--- src/rtl/mdid_pkg.sv ---
// shared types and constants for the motor driver input decoder
package mdid_pkg;
    localparam int TERM_COUNT = 7;
    localparam int FUNC_BITS = 5;
    localparam int DATA_BITS = 4;
    localparam int FUNC_COUNT = 18;

    typedef enum logic [4:0] {
        FN_NONE = 5'h00,
        FN_FORWARD_RUN = 5'h01,
        FN_BACKWARD_RUN = 5'h02,
        FN_HALT_STYLE = 5'h03,
        FN_SEL0 = 5'h04,
        FN_SEL1 = 5'h05,
        FN_FAULT_CLEAR = 5'h06,
        FN_BRAKE_RELEASE = 5'h07,
        FN_RUN_GATE = 5'h08,
        FN_QUICK_HALT = 5'h09,
        FN_SPIN_SENSE = 5'h0a,
        FN_SEL2 = 5'h0b,
        FN_SEL3 = 5'h0c,
        FN_HOLD_DISABLE = 5'h0d,
        FN_TORQUE_CAP = 5'h0e,
        FN_NOTICE_CLEAR = 5'h0f,
        FN_PANEL_LOCKOUT = 5'h10,
        FN_OUTSIDE_FAULT = 5'h11
    } mdid_func_t;

    // shipped terminal functions, terminal 6 first
    localparam logic [34:0] DEFAULT_MAP = {
        FN_BRAKE_RELEASE, FN_FAULT_CLEAR, FN_SEL1, FN_SEL0, FN_HALT_STYLE, FN_BACKWARD_RUN, FN_FORWARD_RUN};

    typedef enum logic [1:0] {
        ST_IDLE = 2'b00,
        ST_RUN = 2'b01,
        ST_DECEL_STOP = 2'b10,
        ST_QUICK_STOP = 2'b11
    } mdid_state_t;

    typedef struct packed {
        logic run;
        logic ccw;
        logic decel_stop;
        logic quick_stop;
        logic [3:0] data_no;
    } mdid_cmd_t;

    typedef struct packed {
        logic brake_release;
        logic hold_disable;
        logic torque_limit;
        logic panel_locked;
        logic notice_clear;
        logic alarm_clear;
        logic ext_alarm;
    } mdid_aux_t;

    typedef struct packed {
        logic [6:0] sync1;
        logic [6:0] sync2;
        logic [17:0] func_prev;
        mdid_state_t state;
        mdid_cmd_t cmd;
        mdid_aux_t aux;
    } mdid_regs_t;
endpackage : mdid_pkg

--- src/rtl/mdid_decoder.sv ---
// input terminal decoder turning driver inputs into motor commands
`timescale 1ns/1ps
`default_nettype none

// What this block does
// - two-wire: either run input rotates motor
// - two-wire: releasing commanding run input stops
// - two-wire: run direction follows rotation direction parameter
// - two-wire: halt style picks decel or instant stop
// - two select bits pick four entries
// - four select bits pick sixteen entries
// - data number is binary of selects
// - fault clear clears present alarm
// - alarm clear acts on rising edge
// - brake release frees brake at standstill
// - three-wire: rotate while gate and halt on
// - three-wire: gate off decelerates to stop
// - three-wire: quick halt off stops instantly
// - three-wire: spin sense selects direction
// - spin sense on ccw, off cw
// - hold disable chooses load holding
// - normally open torque toggle limits torque
// - notice clear clears active information
// - normally open lockout restricts panel operation
// - outside fault off forces stop, alarm
// - parameter selects two- or three-wire mode
module mdid_decoder (
    input wire logic clk_sys,
    input wire logic rst,
    input wire logic [6:0] term_in,
    input wire logic three_wire_mode,
    input wire logic fwd_is_ccw,
    input wire logic map_use_custom,
    input wire logic [34:0] term_func_map,
    input wire logic alarm_active,
    output logic run,
    output logic ccw,
    output logic decel_stop,
    output logic quick_stop,
    output logic [3:0] data_no,
    output logic alarm_clear,
    output logic ext_alarm,
    output logic brake_release,
    output logic hold_disable,
    output logic torque_limit,
    output logic panel_locked,
    output logic notice_clear
);
    mdid_pkg::mdid_regs_t r;
    mdid_pkg::mdid_regs_t next_r;
    logic [17:0] func_on;
    logic [34:0] map_sel;
    logic [3:0] sel_bits;

    assign map_sel = map_use_custom ? term_func_map : mdid_pkg::DEFAULT_MAP;

    // function levels gathered over terminals; unassigned functions read off
    always_comb begin
        func_on = '0;
        for (int t = 0; t < mdid_pkg::TERM_COUNT; t++) begin
            for (int f = 1; f < mdid_pkg::FUNC_COUNT; f++) begin
                if (map_sel[t*mdid_pkg::FUNC_BITS +: mdid_pkg::FUNC_BITS] == 5'(f) && r.sync2[t]) begin
                    func_on[f] = 1'b1;
                end
            end
        end
    end

    // unassigned upper bits read off, so two bits give four entries
    assign sel_bits = {func_on[mdid_pkg::FN_SEL3], func_on[mdid_pkg::FN_SEL2],
                       func_on[mdid_pkg::FN_SEL1], func_on[mdid_pkg::FN_SEL0]};

    always_comb begin
        logic forward_run;
        logic bwd;
        logic go;
        logic stopped;
        logic fault_stop;
        forward_run = 1'b0;
        bwd = 1'b0;
        go = 1'b0;
        stopped = 1'b0;
        fault_stop = 1'b0;
        next_r = r;
        next_r.sync1 = term_in;
        next_r.sync2 = r.sync1;
        next_r.func_prev = func_on;
        next_r.cmd.data_no = sel_bits;

        // outside fault is normally closed: an open line acts, but only where mapped
        if (!map_use_custom) begin
            fault_stop = 1'b0;
        end else begin
            fault_stop = 1'b0;
            for (int t = 0; t < mdid_pkg::TERM_COUNT; t++) begin
                if (map_sel[t*mdid_pkg::FUNC_BITS +: mdid_pkg::FUNC_BITS] == mdid_pkg::FN_OUTSIDE_FAULT
                    && !r.sync2[t]) begin
                    fault_stop = 1'b1;
                end
            end
        end
        next_r.aux.ext_alarm = r.aux.ext_alarm | fault_stop;

        if (three_wire_mode) begin
            go = func_on[mdid_pkg::FN_RUN_GATE] && func_on[mdid_pkg::FN_QUICK_HALT];
            next_r.cmd.ccw = func_on[mdid_pkg::FN_SPIN_SENSE];
        end else begin
            forward_run = func_on[mdid_pkg::FN_FORWARD_RUN];
            bwd = func_on[mdid_pkg::FN_BACKWARD_RUN];
            go = forward_run ^ bwd;
            if (forward_run && !bwd) begin
                next_r.cmd.ccw = fwd_is_ccw;
            end else if (bwd && !forward_run) begin
                next_r.cmd.ccw = !fwd_is_ccw;
            end
        end
        go = go && !r.aux.ext_alarm && !fault_stop && !alarm_active;

        unique case (r.state)
            mdid_pkg::ST_IDLE, mdid_pkg::ST_DECEL_STOP, mdid_pkg::ST_QUICK_STOP: begin
                if (go) begin
                    next_r.state = mdid_pkg::ST_RUN;
                end else if (r.state != mdid_pkg::ST_IDLE && !func_on[mdid_pkg::FN_FORWARD_RUN]
                             && !func_on[mdid_pkg::FN_BACKWARD_RUN] && !func_on[mdid_pkg::FN_RUN_GATE]) begin
                    next_r.state = mdid_pkg::ST_IDLE;
                end
            end
            mdid_pkg::ST_RUN: begin
                if (!go) begin
                    if (fault_stop || r.aux.ext_alarm || alarm_active) begin
                        next_r.state = mdid_pkg::ST_QUICK_STOP;
                    end else if (three_wire_mode) begin
                        next_r.state = func_on[mdid_pkg::FN_QUICK_HALT] ?
                            mdid_pkg::ST_DECEL_STOP : mdid_pkg::ST_QUICK_STOP;
                    end else begin
                        next_r.state = func_on[mdid_pkg::FN_HALT_STYLE] ?
                            mdid_pkg::ST_QUICK_STOP : mdid_pkg::ST_DECEL_STOP;
                    end
                end
            end
        endcase

        next_r.cmd.run = (next_r.state == mdid_pkg::ST_RUN);
        next_r.cmd.decel_stop = (next_r.state == mdid_pkg::ST_DECEL_STOP);
        next_r.cmd.quick_stop = (next_r.state == mdid_pkg::ST_QUICK_STOP);
        stopped = !next_r.cmd.run;

        // clear only on the off-to-on edge and only with go low and both two-wire run inputs off
        next_r.aux.alarm_clear = func_on[mdid_pkg::FN_FAULT_CLEAR] && !r.func_prev[mdid_pkg::FN_FAULT_CLEAR]
                                 && !go && !func_on[mdid_pkg::FN_FORWARD_RUN]
                                 && !func_on[mdid_pkg::FN_BACKWARD_RUN];
        if (next_r.aux.alarm_clear && !fault_stop) begin
            next_r.aux.ext_alarm = 1'b0;
        end
        next_r.aux.brake_release = func_on[mdid_pkg::FN_BRAKE_RELEASE] && stopped;
        next_r.aux.hold_disable = func_on[mdid_pkg::FN_HOLD_DISABLE];
        next_r.aux.torque_limit = func_on[mdid_pkg::FN_TORQUE_CAP];
        next_r.aux.panel_locked = func_on[mdid_pkg::FN_PANEL_LOCKOUT];
        next_r.aux.notice_clear = func_on[mdid_pkg::FN_NOTICE_CLEAR]
                                  && !r.func_prev[mdid_pkg::FN_NOTICE_CLEAR];
    end

    always_ff @(posedge clk_sys or posedge rst) begin
        if (rst) begin
            r <= '0;
        end else begin
            r <= next_r;
        end
    end

    assign run = r.cmd.run;
    assign ccw = r.cmd.ccw;
    assign decel_stop = r.cmd.decel_stop;
    assign quick_stop = r.cmd.quick_stop;
    assign data_no = r.cmd.data_no;
    assign alarm_clear = r.aux.alarm_clear;
    assign ext_alarm = r.aux.ext_alarm;
    assign brake_release = r.aux.brake_release;
    assign hold_disable = r.aux.hold_disable;
    assign torque_limit = r.aux.torque_limit;
    assign panel_locked = r.aux.panel_locked;
    assign notice_clear = r.aux.notice_clear;
endmodule : mdid_decoder
`default_nettype wire

--- config.mk ---
export PLATFORM = sky130hd
export DESIGN_NAME = mdid_decoder
export DESIGN_NICKNAME = d
export VERILOG_FILES = /design/src/rtl/mdid_pkg.sv /design/src/rtl/mdid_decoder.sv
export SDC_FILE = /design/constraint.sdc
export NUM_CORES = 1
export LEC_CHECK = 0
export ABC_AREA = 1
export BUFFER_PORTS_ARGS = -buffer_cell sky130_fd_sc_hd__buf_2
export CAP_MARGIN = 25
export CORE_MARGIN = 3
export CORE_UTILIZATION = 55
export DETAILED_ROUTE_END_ITERATION = 7
export PLACE_DENSITY = 0.81
export REMOVE_ABC_BUFFERS = 1
export SLEW_MARGIN = 20
export SYNTH_ARGS = -nofsm -noshare
export SYNTH_HDL_FRONTEND = slang
export SYNTH_SLANG_ARGS = --single-unit
--- constraint.sdc ---
create_clock -name clk_sys -period 4.6 [get_ports clk_sys]
set_input_delay 0.92 -clock clk_sys [delete_from_list [all_inputs] [get_ports clk_sys]]
set_output_delay 0.92 -clock clk_sys [all_outputs]
set_load 0.1 [all_outputs]
==> metrics <==
status=completed; Port Buffers=62; fill count=457; first-pass GRT wire length=13400 um; max cap viols=0; Ports=63; HP Class=register to register; final slew viol count=0; DIE AREA=0.00576 mm2; hold_buf cts=0; Syn Area/Cell=6.42 um2; GPL Wtd Cong=0.995; gr ovfl total=0; clock latency on the worst-skew pair=0.28 ns; clock tree sinks=33; FMAX=317 MHz; Die W=75.9 um; warnings from Yosys=0; Finished Layout Cells=546; RSZ-0062 raised after global routing=false; Initial Util=59.3%; Avg Vias per Cell=5.51; post-synth cell types=35; ant diodes=0; nets=530; post-place instance area=0.00299 mm2; Post-synth top flop=dfrtp_1; routed wire length=8160 um; most common cell after layout, fill and taps aside=nand2_1; FF+latch area=826 um2; worst endpoint data arrival time=3.32 ns; setup TNS=0 ns; final worst-path cycle share=68.5%; post-route cell area=0.00307 mm2; Post-synth EDFFs=0; Critical Path Sink Type=register; Die H=75.9 um; Reg clk slew, reported paths=0.07 ns; dpl cells=538; max reg flops=14; drc violations=0; share of layout cells above drive strength 1=20.8%; count of final setup violators=0; Root Driver=clkbuf_8; Total GRT Usage=29.0%; final hold violation count=0; Pre-antenna DRT Iters=7; initial DRC count=268; critical path required time=4.77 ns; Setup CP Type=input port to register; H-tree levels=2; Multi-input gate area=0.00154 mm2; hpwl dp=6840 um; post-CTS resize count=0; Tmin final=3.15 ns; Max-slew headroom=42.9%; via count=3008; asr flop ratio synth=100%; Syn-to-layout area delta=14.2%; crit path max fanout=47; vias in the first global route=2877; Largest Register=r; Worst-Margin Slew=0.857 ns; post-synthesis sequential area ratio=30.7%; postcts setup bufs=0; antenna violations before repair=0; cts bufs inserted=5; most frequent cells in the layout=nand2_1 (119), nor2_1 (65), buf_2 (62), inv_1 (54), nand3_1 (45); largest net degree at the start of global routing=48; routed length per instance=14.9 um; Yosys reg bits=33; VDD IR max=241 uV; Routed Antenna Nets=0; CTS Buffer Depth=2; clock skew=0.0116 ns; crit path launch type=input port; PD cells=301 mW/mm2; Hold WS=0.359 ns; Static Leak=1.71 nW; Rows=24; Syn Inst Count=419; CTS tree=built; core region area=0.00453 mm2; synthesized cell area=0.00269 mm2
[worst paths after layout]
kind,start,to,slack (ns),depth (start not counted)
worst max-delay path,map_use_custom,quick_stop,1.45,14
worst min-delay path,next_r[41],r[41],0.36,0
worst max register to register,r[41],ccw,2.57,11
worst min register to register,next_r[41],r[41],0.36,0
max in group asynchronous,rst,data_no[1],3.57,3
min in group asynchronous,rst,next_r[41],0.72,3
[worst max-delay path: stages]
cell and delay [ns]:
buf_2 0.65, nand2_1 0.18, nand2_1 0.19, nor2_1 0.11
nand2_1 0.08, nand2_1 0.06, nor2_1 0.18, nand2_2 0.11
ha_1 0.32, nand2_1 0.07, a21boi_2 0.15, nand3_2 0.10
nand3_1 0.13, nor2_1 0.06
[synthesized netlist by cell type (5+ instances only)]
library cell	number	share of area, %
nor2_2	9	2.1
buf_6	5	2.1
nor2_1	65	9.1
inv_1	54	7.5
o21ai_0	11	2.0
a221oi_1	6	2.0
a21oi_1	7	1.3
nor3_1	11	2.0
nand2_2	6	1.4
nand2_4	7	2.9
nand2_1	119	17
nand3_1	45	8.4
dfrtp_1	33	31
[power breakdown]
group | internal, mW | total, mW | switching, mW
clock network | 0.105 | 0.213 | 0.108
registers | 0.326 | 0.344 | 0.0179
logic | 0.0848 | 0.369 | 0.284
[cell type report]
class	instances	area share, %
clock buffers	6	2.36
clock inverters	2	0.326
well taps	65	2.65
multi-input cells	319	50.2
repair buffers	64	10.6
flip-flops and latches	33	26.9
inverters	57	6.97
[layer usage]
layer | up-vias | wire length, um | track usage [%]
li1 | 1470 | - | -
met1 | 1362 | 3570 | 39.7
met2 | 154 | 3670 | 46.7
met3 | 22 | 664 | 5.69
met4 | 0 | 246 | 8.51
met5 | - | 0 | 0
[kinds of logic after synthesis]
family                   share of synthesized area (%)
AND/OR/NAND/NOR                                   45.3
flip-flops                                        30.7
buffers and inverters                             11.9
XOR/XNOR                                         0.326
AO/OA/AOI/OAI                                     10.8
adder cells (fa/ha/maj)                          0.931
[per-stage QoR]
step | util (%) | worst slack, ns | total power [mW]
after floorplan | - | 2.18 | 0.620
after global placement | 65.9 | 1.27 | 0.704
after detailed placement | 65.9 | 1.17 | 0.715
after CTS | 67.7 | 1.46 | 0.926
after global routing | 67.7 | 1.13 | 0.981
final | 67.7 | 1.45 | 0.925
(Power assumes the default switching activity.)
